[src/fae_defs.vh]
// Constants for the flash converter encoder and output stage
`ifndef FAE_DEFS_VH
`define FAE_DEFS_VH
`define FAE_DATA_WIDTH 8
`define FAE_LEVEL_COUNT 255
`define FAE_CMP_COUNT 256
`define FAE_GROUP_SIZE 16
`define FAE_ZERO_WORD 8'h00
`define FAE_FULL_WORD 8'hFF
`define FAE_CLK_PERIOD_NS 50
`define FAE_MIN_BALANCE_NS 20
`define FAE_MIN_SAMPLE_NS 25
`define FAE_MAX_SAMPLE_NS 5000
`define FAE_MIN_BALANCE_CYC ((`FAE_MIN_BALANCE_NS + `FAE_CLK_PERIOD_NS - 1) / `FAE_CLK_PERIOD_NS)
`define FAE_MAX_SAMPLE_CYC (`FAE_MAX_SAMPLE_NS / `FAE_CLK_PERIOD_NS)
`endif

[src/fae_thermo_count.v]
// Thermometer-to-binary encoder: counts asserted comparator levels
`timescale 1ns/1ns
module fae_thermo_count #(
  parameter LEVELS = 255,
  parameter WIDTH = 8
) (
  // Comparator levels
  input wire [LEVELS-1:0] levels,
  // Binary count
  output reg [WIDTH-1:0] count
);
  integer i;
  // Counting tolerates a bubble in the code better than locating the top bit
  always @* begin
    count = {WIDTH{1'b0}};
    for (i = 0; i < LEVELS; i = i + 1) begin
      count = count + {{(WIDTH-1){1'b0}}, levels[i]};
    end
  end
endmodule // fae_thermo_count

[src/fae_encoder_output.v]
// Flash converter digital back end: two-phase encoder pipeline and three-state output
`timescale 1ns/1ns
`include "fae_defs.vh"

// Overview of operation
// - Each conversion takes 256 decisions: 255 thermometer levels plus one overrange comparator.
// - Balance phase follows the clock level directly and sample phase is its inverse; the logic runs on clk, paced by convClk edges seen by the phase tracker.
// - The balance phase after a sample captures decisions and encodes a first stage, the next sample phase finishes.
// - Eight data bits and the overrange bit load into output flip-flops on the following falling edge.
// - The overrange flag is set when the input exceeds the top reference less half a step.
// - On overrange every data bit is forced to one as well.
// - Below half a step above the bottom reference the word is all zeros with the flag clear.
// - With the master enable low all data bits and the flag float.
// - With the master enable high the flag is driven and data is driven only while the data enable is low.
// - Each word appears one and a half clock cycles after its sample.
// - The word is valid at the end of the second balance phase after the sampling phase.
// - Exactly one conversion is made per conversion clock period.
module fae_encoder_output #(
  parameter WIDTH = `FAE_DATA_WIDTH,
  parameter LEVELS = `FAE_LEVEL_COUNT
) (
  // System clock and reset
  input wire clk,
  input wire srst,
  // Conversion clock, sampled on clk; high is the balance phase
  input wire convClk,
  // Comparator decisions, bit LEVELS is the overrange comparator
  input wire [LEVELS:0] cmpDecisions,
  // Output enables
  input wire data_output_enable_n,
  input wire master_output_enable,
  // Three-state data bus
  output wire [WIDTH-1:0] conversionBitsOut,
  output wire [WIDTH-1:0] conversionBitsOe,
  // Three-state overrange flag
  output wire overrangeFlagOut,
  output wire overrangeFlagOe,
  // Phase indications and new-word strobe
  output wire balancePhase,
  output wire samplePhase,
  output reg wordStrobe
);
  // Encoder split: groups of levels counted in the balance half, their sum finished in the sample half
  localparam GROUP = `FAE_GROUP_SIZE;
  localparam GROUPS = (LEVELS + GROUP - 1) / GROUP;
  localparam PW = $clog2(GROUP + 1);

  // Phase tracker states, one-hot
  localparam [2:0] PH_WAIT = 3'h1;
  localparam [2:0] PH_SAMPLE = 3'h2;
  localparam [2:0] PH_BALANCE = 3'h4;

  // Phase tracker and its two edge enables
  reg [2:0] phaseState;
  reg [2:0] next_phaseState;
  reg captureEn;
  reg loadEn;

  // Stage one: latched levels and their group counts
  reg [LEVELS-1:0] stageLevels;
  reg stageOver;
  wire [GROUPS*PW-1:0] groupCount;
  reg [GROUPS*PW-1:0] partialCount;
  reg partialOver;

  // Stage two: finished word
  reg [WIDTH-1:0] sumWord;
  reg [WIDTH-1:0] encWord;
  reg encOver;

  // Output flip-flops
  reg [WIDTH-1:0] outWord;
  reg outOver;

  // Bus drive enables
  wire dataDrive;
  wire flagDrive;

  // Loop indices
  integer g;
  genvar gi;
  genvar bi;

  // Bus enable decode shared by the data bits and the flag; the flag ignores the data enable
  function busEnable;
    input masterEn;
    input dataEnN;
    input dataPin;
    begin
      busEnable = masterEn & (~dataPin | ~dataEnN);
    end
  endfunction

  // Overrange saturates the word to all ones, otherwise the level sum stands
  function [WIDTH-1:0] finishWord;
    input over;
    input [WIDTH-1:0] sum;
    begin
      finishWord = over ? {WIDTH{1'b1}} : sum;
    end
  endfunction

  // Two phases from the one conversion clock
  assign balancePhase = convClk;
  assign samplePhase = ~convClk;

  // Phase tracker next state; a high level seen straight after reset is only part of a balance
  // phase, so it is not taken as a capture and the first sample always follows a low level seen in PH_WAIT
  always @* begin
    next_phaseState = phaseState;
    captureEn = 1'b0;
    loadEn = 1'b0;
    case (phaseState)
      PH_WAIT: begin
        if (!convClk) begin
          next_phaseState = PH_SAMPLE;
        end
      end
      PH_SAMPLE: begin
        if (convClk) begin
          next_phaseState = PH_BALANCE;
          captureEn = 1'b1; // End of sample phase, decisions settled
        end
      end
      PH_BALANCE: begin
        if (!convClk) begin
          next_phaseState = PH_SAMPLE;
          loadEn = 1'b1; // Falling edge of the conversion clock
        end
      end
      default: begin
        next_phaseState = PH_WAIT;
      end
    endcase
  end

  // Phase tracker state register
  always @(posedge clk) begin
    if (srst) begin
      phaseState <= PH_WAIT;
    end else begin
      phaseState <= next_phaseState;
    end
  end

  // Decisions latched into the encoder as balance begins
  always @(posedge clk) begin
    if (srst) begin
      stageLevels <= {LEVELS{1'b0}};
      stageOver <= 1'b0;
    end else if (captureEn) begin
      stageLevels <= cmpDecisions[LEVELS-1:0];
      stageOver <= cmpDecisions[LEVELS];
    end
  end

  // First encoding stage: each group counted on its own, so no single adder chain has to
  // span all levels within the short balance half
  generate
    for (gi = 0; gi < GROUPS; gi = gi + 1) begin : gCount
      if ((gi + 1) * GROUP <= LEVELS) begin : gFull
        fae_thermo_count #(
          .LEVELS(GROUP),
          .WIDTH(PW)
        ) i_fae_thermo_count (
          .levels(stageLevels[gi*GROUP +: GROUP]),
          .count(groupCount[gi*PW +: PW])
        );
      end else begin : gTail
        fae_thermo_count #(
          .LEVELS(LEVELS - gi * GROUP),
          .WIDTH(PW)
        ) i_fae_thermo_count (
          .levels(stageLevels[LEVELS-1:gi*GROUP]),
          .count(groupCount[gi*PW +: PW])
        );
      end
    end
  endgenerate

  // Group counts held through the sample phase
  always @(posedge clk) begin
    if (srst) begin
      partialCount <= {(GROUPS*PW){1'b0}};
      partialOver <= 1'b0;
    end else if (loadEn) begin
      partialCount <= groupCount;
      partialOver <= stageOver;
    end
  end

  // Second encoding stage: sum of the group counts, 0 to 255 for in-range inputs
  always @* begin
    sumWord = {WIDTH{1'b0}};
    for (g = 0; g < GROUPS; g = g + 1) begin
      sumWord = sumWord + {{(WIDTH-PW){1'b0}}, partialCount[g*PW +: PW]};
    end
  end

  // Encoding completes as the sample phase ends; overrange forces all ones
  always @(posedge clk) begin
    if (srst) begin
      encWord <= `FAE_ZERO_WORD;
      encOver <= 1'b0;
    end else if (captureEn) begin
      encWord <= finishWord(partialOver, sumWord);
      encOver <= partialOver;
    end
  end

  // Output flip-flops load on the falling edge, one and a half periods after capture,
  // and hold in between
  always @(posedge clk) begin
    if (srst) begin
      outWord <= `FAE_ZERO_WORD;
      outOver <= 1'b0;
      wordStrobe <= 1'b0;
    end else begin
      wordStrobe <= loadEn; // One load per conversion period
      if (loadEn) begin
        outWord <= encWord;
        outOver <= encOver;
      end
    end
  end

  // Three-state control: master enable gates all, data enable gates the data bits only
  assign dataDrive = busEnable(master_output_enable, data_output_enable_n, 1'b1);
  assign flagDrive = busEnable(master_output_enable, data_output_enable_n, 1'b0);
  assign overrangeFlagOut = outOver;
  assign overrangeFlagOe = flagDrive;

  // Per-bit drivers of the data bus
  generate
    for (bi = 0; bi < WIDTH; bi = bi + 1) begin : gBus
      assign conversionBitsOut[bi] = outWord[bi];
      assign conversionBitsOe[bi] = dataDrive;
    end
  endgenerate
endmodule // fae_encoder_output

[config.mk]
export PLATFORM = sky130hd
export DESIGN_NAME = fae_encoder_output
export DESIGN_NICKNAME = d
export VERILOG_FILES = /design/src/fae_thermo_count.v /design/src/fae_encoder_output.v
export VERILOG_INCLUDE_DIRS = /design/src /design/src/src
export SDC_FILE = /design/constraint.sdc
export NUM_CORES = 1
export LEC_CHECK = 0
export BUFFER_PORTS_ARGS = -buffer_cell sky130_fd_sc_hd__clkbuf_2
export CORE_ASPECT_RATIO = 1.1
export CORE_UTILIZATION = 40
export DETAILED_ROUTE_END_ITERATION = 8
export SLEW_MARGIN = 20
export SYNTH_ARGS = -nofsm -noshare
export SYNTH_HDL_FRONTEND = slang
export SYNTH_SLANG_ARGS = --single-unit
[constraint.sdc]
create_clock -name clk -period 4.66 [get_ports clk]
set_clock_uncertainty 0.2 [all_clocks]
set_input_delay 0.699 -clock clk [delete_from_list [all_inputs] [get_ports clk]]
set_output_delay 0.699 -clock clk [all_outputs]
set_load 0.1 [all_outputs]
==> parameters.txt, run 1 <==
Parameter                              Value

Placement
  Count of input and output buffers ... 281
  Cell count after placement ... 3205
  Place WS ... -0.409 ns
  Routability congestion estimate ... 0.757
  HPWL after DPL ... between 30 and 40 mm

Yosys
  Multiplexer fraction of the synthesized cell area ... 0.0491%
  Post-synthesis instance area ... 20400 um^2
  Yosys warnings ... 0
  Number of library cell types mapped by synthesis ... 36
  Number of instances in the synthesized netlist ... 2366
  Per-instance average area after synthesis ... around 8.6 um^2
  Leading cell types by total area after synthesis ... sky130_fd_sc_hd__dfxtp_1, sky130_fd_sc_hd__fa_1, sky130_fd_sc_hd__nand2_1
  Synth Register Bits ... 359
  Compound-Gate Fraction of Synth Area ... approximately a tenth
  Cell taking the most area after synthesis ... sky130_fd_sc_hd__dfxtp_1
  Basic-gate share of the synthesized area counting and, or, nand and nor cells ... between 10 and 15%
  Synthesized net count ... 2949
  Area share of the largest cell type after synthesis ... 35.3%
  Part of the Yosys area used for sequential elements ... 35.3%
  Synthesized-area fraction occupied by xor and xnor cells ... 1.68%
  Post-synthesis adder-cell area fraction ... 28.1%
  Main combinational cell family by area after synthesis ... adder cells

Timing
  Total Negative Setup Slacks ... -0.770 ns
  Fin Hold WS ... 0.164 ns
  Final-report hold violation count ... 0
  Unrepaired setup endpoints after global routing ... true
  Worst Slack Setup Final ... -0.256 ns
  Worst-case headroom to the max-slew limit ... between 30% and 40%
  F_max ... a little over 200 MHz
  Final max-slew violation count ... 0
  Finish-stage setup viols ... 5
  Clock period minus final worst setup slack ... 4.92 ns
  Part of the cycle the worst path needs ... 105%
  Least-Margin Pin Slew ... 0.931 ns

Floorplan
  Initial cell density of the core ... 40.6%
  Total core area ... 50100 um^2
  Horizontal extent of the die ... ~220 um
  Height of the die ... 239 um
  Die Area ... 51800 um^2
  Number of rows created at floorplan ... 86
  Boundary pin count ... around 280

Routing
  Routed wire length per instance ... ~13 um
  Routed length on met1 ... 19.8 mm
  Number of vias after detailed routing ... 15100
  Initial DRC count ... around 600
  Routed wl met3 ... 1.57 mm
  Number of detailed-route iterations in the first pass ... 4
  Detail Route met2 WL ... approximately 21 mm
  Post-Route WL ... ~44 mm
  Post-DR vias/cell ... between 4 and 5
  Post-route antenna net violation count ... 0
  Highest routing layer actually used ... met4
  Remaining DRCs ... 0

Cells and area
  Filler Cells Inserted ... 4951
  Post-layout net count ... 3172
  Share of post-route cells with drive strength above 1 ... approximately 16%
  Antenna Diode Count ... 0
  Number of standard cells in the layout, taps in and fillers out ... 3278
  Layout overhead on the synthesized area ... 16.2%

Global routing
  Maximum number of pins on one net before global-route repair ... around 140
  Total GRT Usage ... 17.6%
  Number of antenna violations at the first check in global routing ... 0
  Global-route wire length before repair ... 74.3 mm
  Total congestion overflow after global routing ... 0
  Number of global-route vias before repair ... 15600

Clocking
  Clock network latency to the later pin of the worst-skew pair ... 0.55 ns
  Largest buffer count on any clock path ... 3
  Register clock-pin slew on the reported worst setup and hold paths ... 0.06 ns
  CTS H-tree depth ... 2
  Count of clock tree sinks ... between 300 and 400
  Clock root buffer ... sky130_fd_sc_hd__clkbuf_16
  Count of hold buffers inserted by post-cts repair ... 0
  Number of buffers added by the clock tree synthesis step ... approximately 40
  CTS tree ... built

Critical path
  Most Frequent Cell on Critical Path ... sky130_fd_sc_hd__fa_1
  Maximum fanout encountered on the critical timing path ... 2
  Kind of end point of the critical path ... flip-flop
  Number of buffers and inverters on the critical path ... 4
  Arrival time reported for the critical path endpoint ... 5.12 ns
  Cell-by-cell listing of the critical path ... fa_1 -> inv_1 -> fa_1 -> inv_1 -> fa_1 -> fa_2 -> fa_1 -> inv_1 -> fa_1 -> inv_1 -> ha_2 -> fa_2 -> a21o_1 -> a21oi_2 -> xor2_1 -> a211oi_1
  CP required ... approximately 4.9 ns
  Kind of start point of the critical path ... flip-flop
  Critical path start-end classification ... reg -> reg
  Largest stage delay on the critical path ... 0.57 ns
  Top Family by Delay on Critical Path ... adder cells
  Cell at the slowest stage of the critical path ... sky130_fd_sc_hd__fa_1

Outcome
  Status ... finished with violations
  Violations in the final reports ... setup timing

Power
  Maximum resistive drop on vdd ... 287 uV
  Pwr/cell area ... 286 nW/um^2
  Leak Pwr ... 10.4 nW

Worst hold path
  Class of the tightest hold or removal check ... in -> reg

Flow run
  Count of max-cap constraint violations ... 0
layout by cell type, fill, tap and decap left out, drive strengths merged, types with 2 or more instances in the layout:
master,n
a211oi,18
a21o,33
a21oi,334
buf,30
bufinv,4
clkbuf,336
clkinv,11
dfxtp,359
fa,225
ha,97
inv,412
nand2,616
nand3,16
nand3b,3
nor2,29
nor2b,2
nor3,11
o21ai,17
or3,14
xnor2,8
xor2,31
cell type report:
class | count | area [um^2] | area share, %
Clock buffer | 56 | 1150 | 4.87
Clock inverter | 16 | 190 | 0.803
Multi-Input combinational cell | 1465 | 11100 | 46.7
Timing Repair Buffer | 310 | 1700 | 7.17
Tap cell | 660 | 826 | 3.49
Inverter | 412 | 1550 | 6.53
Sequential cell | 359 | 7200 | 30.4
routing by layer:
layer	track usage, %	vias up
met5	0	-
met4	5.38	0
met3	2.43	59
li1	-	7660
met1	22.9	7116
met2	30.2	218
cell families after synthesis:
logic type | Yosys count
xor+xnor | 39
mux | 1
fa+ha+maj | 322
flops | 359
buf+inv | 542
simple gates | 698
compound gates | 405
where the power goes:
part	internal [mW]	switching [mW]
Combinational	0.155	0.227
Sequential	3.09	0.0161
Clock	1.95	1.32
Total	5.20	1.56
cells in the mapped netlist:
master / count
sky130_fd_sc_hd__nand2_1: 616
sky130_fd_sc_hd__inv_1: 411
sky130_fd_sc_hd__dfxtp_1: 359
sky130_fd_sc_hd__a21oi_1: 334
sky130_fd_sc_hd__fa_1: 225
sky130_fd_sc_hd__ha_1: 97
sky130_fd_sc_hd__clkbuf_1: 65
sky130_fd_sc_hd__buf_2: 41
sky130_fd_sc_hd__a21o_1: 33
sky130_fd_sc_hd__xor2_1: 31
sky130_fd_sc_hd__nor2_1: 28
sky130_fd_sc_hd__a211oi_1: 18
sky130_fd_sc_hd__nand3_1: 16
sky130_fd_sc_hd__buf_4: 15
sky130_fd_sc_hd__or3_1: 14
sky130_fd_sc_hd__nor3_1: 11
sky130_fd_sc_hd__o21ai_1: 9
sky130_fd_sc_hd__buf_6: 8
sky130_fd_sc_hd__o21ai_0: 8
sky130_fd_sc_hd__xnor2_1: 8
sky130_fd_sc_hd__nand3b_1: 3
sky130_fd_sc_hd__nor2b_1: 2
sky130_fd_sc_hd__a311oi_1: 1
sky130_fd_sc_hd__and2_1: 1
sky130_fd_sc_hd__and4_1: 1
sky130_fd_sc_hd__buf_1: 1
sky130_fd_sc_hd__inv_2: 1
sky130_fd_sc_hd__mux2i_1: 1
sky130_fd_sc_hd__nand2b_1: 1
sky130_fd_sc_hd__nor2_2: 1
sky130_fd_sc_hd__nor3b_2: 1
sky130_fd_sc_hd__nor4_1: 1
sky130_fd_sc_hd__nor4b_2: 1
sky130_fd_sc_hd__o211ai_1: 1
sky130_fd_sc_hd__o21bai_1: 1
sky130_fd_sc_hd__or4b_1: 1
metrics by stage:
stage / utilization (%) / power [mW] / instance area (um^2)
4_1_cts: 47.2 / 6.88 / 23700
6_report: 47.2 / 6.76 / 23700
3_5_place_dp: 44.4 / 3.57 / 22300
5_1_grt: 47.2 / 7.04 / 23700
3_3_place_gp: 44.4 / 3.56 / 22300
2_1_floorplan: - / 3.40 / 20400
worst paths after layout:
path | from | endpoint | slack [ns] | depth (start not counted)
worst max-delay path | partialCount[32] | encWord[6] | -0.26 | 16
worst min register to register | encWord[1] | conversionBitsOut[1] | 0.25 | 2
worst min-delay path | cmpDecisions[42] | stageLevels[42] | 0.16 | 3
worst max register to register | partialCount[32] | encWord[6] | -0.26 | 16
state kept, by name, indices dropped and copies added, names as in the netlist:
signal / cells
conversionBitsOut: 8
encOver: 1
encWord: 8
overrangeFlagOut: 1
partialCount: 80
partialOver: 1
phaseState: 3
stageLevels: 255
stageOver: 1
wordStrobe: 1
timing repair:
item | 4_1_cts | 5_1_grt
pin swaps | 28 | 28
endpoints found under the setup margin | 5 | 5
resized for setup | 17 | 10
cloned | 0 | 0
setup buffers | 1 | 0
worst min-delay path: stages:
cell and delay, ns:
sky130_fd_sc_hd__clkbuf_2 0.08, sky130_fd_sc_hd__nand2_1 0.05, sky130_fd_sc_hd__a21oi_1 0.05
Power figures use the tool's default switching activity.
==> run 2: changes to the inputs <==
- clock period: 4.66 -> 6 ns (I/O delays scaled with it)
==> run 2 against run 1 <==
  * Final cell count is 0.58% lower
  * Die area stayed put
  * Core utilization is 0.52 points lower
  * Critical path depth stayed put
  * Via count is 0.35% lower
  * Highest routed layer unchanged
  * Setup slack better by 0.96 ns
  * Largest power group unchanged
  * Register-to-register slack better by 0.96 ns
  * The flow now finishes without violations
  * Sequential share of layout area is 0.30 points higher
  * Flip-flop and latch count stayed put
==> parameters.txt, run 2 (synthesis results as in run 1) <==
Parameter                              Value

Outcome
  Status ... finished clean

Power
  Maximum resistive drop on vdd ... 150 uV (-48%)
  Final total power ... 5.17 mW (-24%)
  Pwr/cell area ... 221 nW/um^2 (-23%)
  Leak Pwr ... 10.3 nW (-0.79%)

Clocking
  Count of hold buffers inserted by post-cts repair ... 0 (unchanged)
  CTS H-tree depth ... 2 (unchanged)
  Buffers inserted by post-CTS timing repair ... 0 (-1)
  Number of buffers added by the clock tree synthesis step ... 42 (+2.4%)
  Clock network latency to the later pin of the worst-skew pair ... 0.56 ns (about the same)
  Count of clock tree sinks ... 359 (unchanged)
  Clock root buffer ... sky130_fd_sc_hd__clkbuf_16
  Largest buffer count on any clock path ... 3 (unchanged)
  Register clock-pin slew on the reported worst setup and hold paths ... 0.06 ns (about the same)
  Post-cts repair resize count ... 0 (-17)
  CTS tree ... built

Floorplan
  Height of the die ... 239 um (unchanged)
  Initial cell density of the core ... 40.6% (unchanged)
  Number of rows created at floorplan ... 86 (unchanged)
  Total core area ... 50100 um^2 (unchanged)
  Boundary pin count ... 282 (unchanged)
  Horizontal extent of the die ... 217 um (unchanged)
  Die Area ... 51800 um^2 (unchanged)

Timing
  Total Negative Setup Slacks ... 0 ns (+0.770 ns)
  Final max-slew violation count ... 0 (unchanged)
  F_max ... 189 MHz (-7.2%)
  Final-report hold violation count ... 0 (unchanged)
  Part of the cycle the worst path needs ... 88.3% (-17 points)
  Fin Hold WS ... 0.250 ns (+0.0858 ns)
  Worst Slack Setup Final ... 0.702 ns (+0.958 ns)
  Unrepaired setup endpoints after global routing ... false
  Least-Margin Pin Slew ... 0.909 ns (-0.0214 ns)
  Worst-case headroom to the max-slew limit ... 39.4% (+1.4 points)
  Finish-stage setup viols ... 0 (-5)
  Clock period minus final worst setup slack ... 5.30 ns (+0.382 ns)

Routing
  Post-route antenna net violation count ... 0 (unchanged)
  Post-Route WL ... 43.8 mm (+0.46%)
  Remaining DRCs ... 0 (unchanged)
  Initial DRC count ... 509 (-16%)
  Post-DR vias/cell ... 4.60 (+0.24%)
  Number of detailed-route iterations in the first pass ... 4 (unchanged)
  Routed wire length per instance ... 13.4 um (+1.0%)
  Number of vias after detailed routing ... 15000 (-0.35%)

Cells and area
  Most common cell after layout, fill and taps aside ... sky130_fd_sc_hd__nand2_1
  Share of post-route cells with drive strength above 1 ... 13.8% (-2.1 points)
  Layout overhead on the synthesized area ... 14.9%
  Register with the most flip-flops ... stageLevels
  Highest-count cells in the layout ignoring fill and taps ... sky130_fd_sc_hd__nand2_1, sky130_fd_sc_hd__inv_1, sky130_fd_sc_hd__dfxtp_1
  Finished Core Util ... 46.7% (-0.52 points)
  Number of standard cells in the layout, taps in and fillers out ... 3259 (-0.58%)
  Max reg flops ... 255 (unchanged)
  Antenna Diode Count ... 0 (unchanged)
  Post-layout net count ... 3153 (-0.60%)
  Registers with the most flip-flops ... stageLevels: 255 flops, partialCount: 80 flops
  Summed area of non-filler cells in the final layout ... 23400 um^2 (-1.1%)

Global routing
  Number of antenna violations at the first check in global routing ... 0 (unchanged)
  Number of global-route vias before repair ... 15500 (-0.49%)
  Maximum number of pins on one net before global-route repair ... 176 (+30%)
  Global-route wire length before repair ... 73.2 mm (-1.5%)
  Total congestion overflow after global routing ... 0 (unchanged)
  Total GRT Usage ... 17.4% (-0.18 points)

Critical path
  R2R cell count ... 16 (unchanged)
  Reg-to-reg startpoint ... partialCount[2]
  Arrival time reported for the critical path endpoint ... 5.51 ns (+0.39 ns)
  Kind of start point of the critical path ... flip-flop
  Critical path start-end classification ... reg -> reg
  Worst reg2reg setup slack ... 0.70 ns (+0.96 ns)
  Crit Reg-Reg Endpoint ... encWord[6]
  Kind of end point of the critical path ... flip-flop
  Maximum fanout encountered on the critical timing path ... 2 (unchanged)
  CP required ... 6.21 ns (+1.35 ns)

Placement
  Routability congestion estimate ... 0.773 (+2.0%)
  HPWL after DPL ... 32.2 mm (about the same)
  Area after DPL ... 22100 um^2 (-0.89%)
  Cell count after placement ... 3185 (-0.62%)
  Place WS ... 0.666 ns (+1.08 ns)
  Count of input and output buffers ... 281 (unchanged)

Worst hold path
  Class of the tightest hold or removal check ... reg -> reg
  Worst Hold Launch ... encWord[0]
  Hold endpoint ... conversionBitsOut[0]
  Cell count of the worst hold path ... 2 (-1)

Flow run
  Count of max-cap constraint violations ... 0 (unchanged)
run 2: where the power goes:
group          switching, mW  total [mW]  internal, mW  leakage, nW
combinational          0.178       0.300         0.121         6.80
sequential            0.0127        2.42          2.40         2.89
clock                   1.02        2.45          1.44        0.647
total                   1.21        5.17          3.96         10.3
run 2: how the worst max path moves through the flow:
stage               slack (ns)              from          to  cells after the start
floorplan                 0.90  partialCount[18]  encWord[7]                     15
global placement          0.75  partialCount[18]  encWord[7]                     15
detailed placement        0.67   partialCount[2]  encWord[6]                     16
CTS                       0.66   partialCount[2]  encWord[6]                     16
global route              0.47   partialCount[2]  encWord[6]                     16
finish                    0.70   partialCount[2]  encWord[6]                     16
run 2: cell type report:
cell class	instances	area (um^2)
clock buffers	63	1250
fillers	4950	26700
multi-input cells	1465	11000
inverters	412	1550
clock inverters	10	52.6
flip-flops and latches	359	7190
well taps	660	826
repair buffers	290	1540
run 2: per-layer routing:
layer,wire [um],global-route usage [%]
met3,1510,2.81
met5,0,0
met4,933,4.87
met2,21700,30.7
met1,19700,21.9
run 2: worst max-delay path, stage by stage (launching register included):
cell and delay, ns:
sky130_fd_sc_hd__dfxtp_1 0.30, sky130_fd_sc_hd__inv_1 0.06, sky130_fd_sc_hd__fa_1 0.54, sky130_fd_sc_hd__inv_1 0.06, sky130_fd_sc_hd__fa_1 0.52, sky130_fd_sc_hd__fa_1 0.53
sky130_fd_sc_hd__fa_1 0.53, sky130_fd_sc_hd__fa_1 0.55, sky130_fd_sc_hd__inv_1 0.06, sky130_fd_sc_hd__fa_1 0.54, sky130_fd_sc_hd__inv_1 0.04, sky130_fd_sc_hd__ha_1 0.22
sky130_fd_sc_hd__fa_1 0.41, sky130_fd_sc_hd__a21o_1 0.19, sky130_fd_sc_hd__a21oi_1 0.16, sky130_fd_sc_hd__xor2_1 0.15, sky130_fd_sc_hd__a211oi_1 0.08
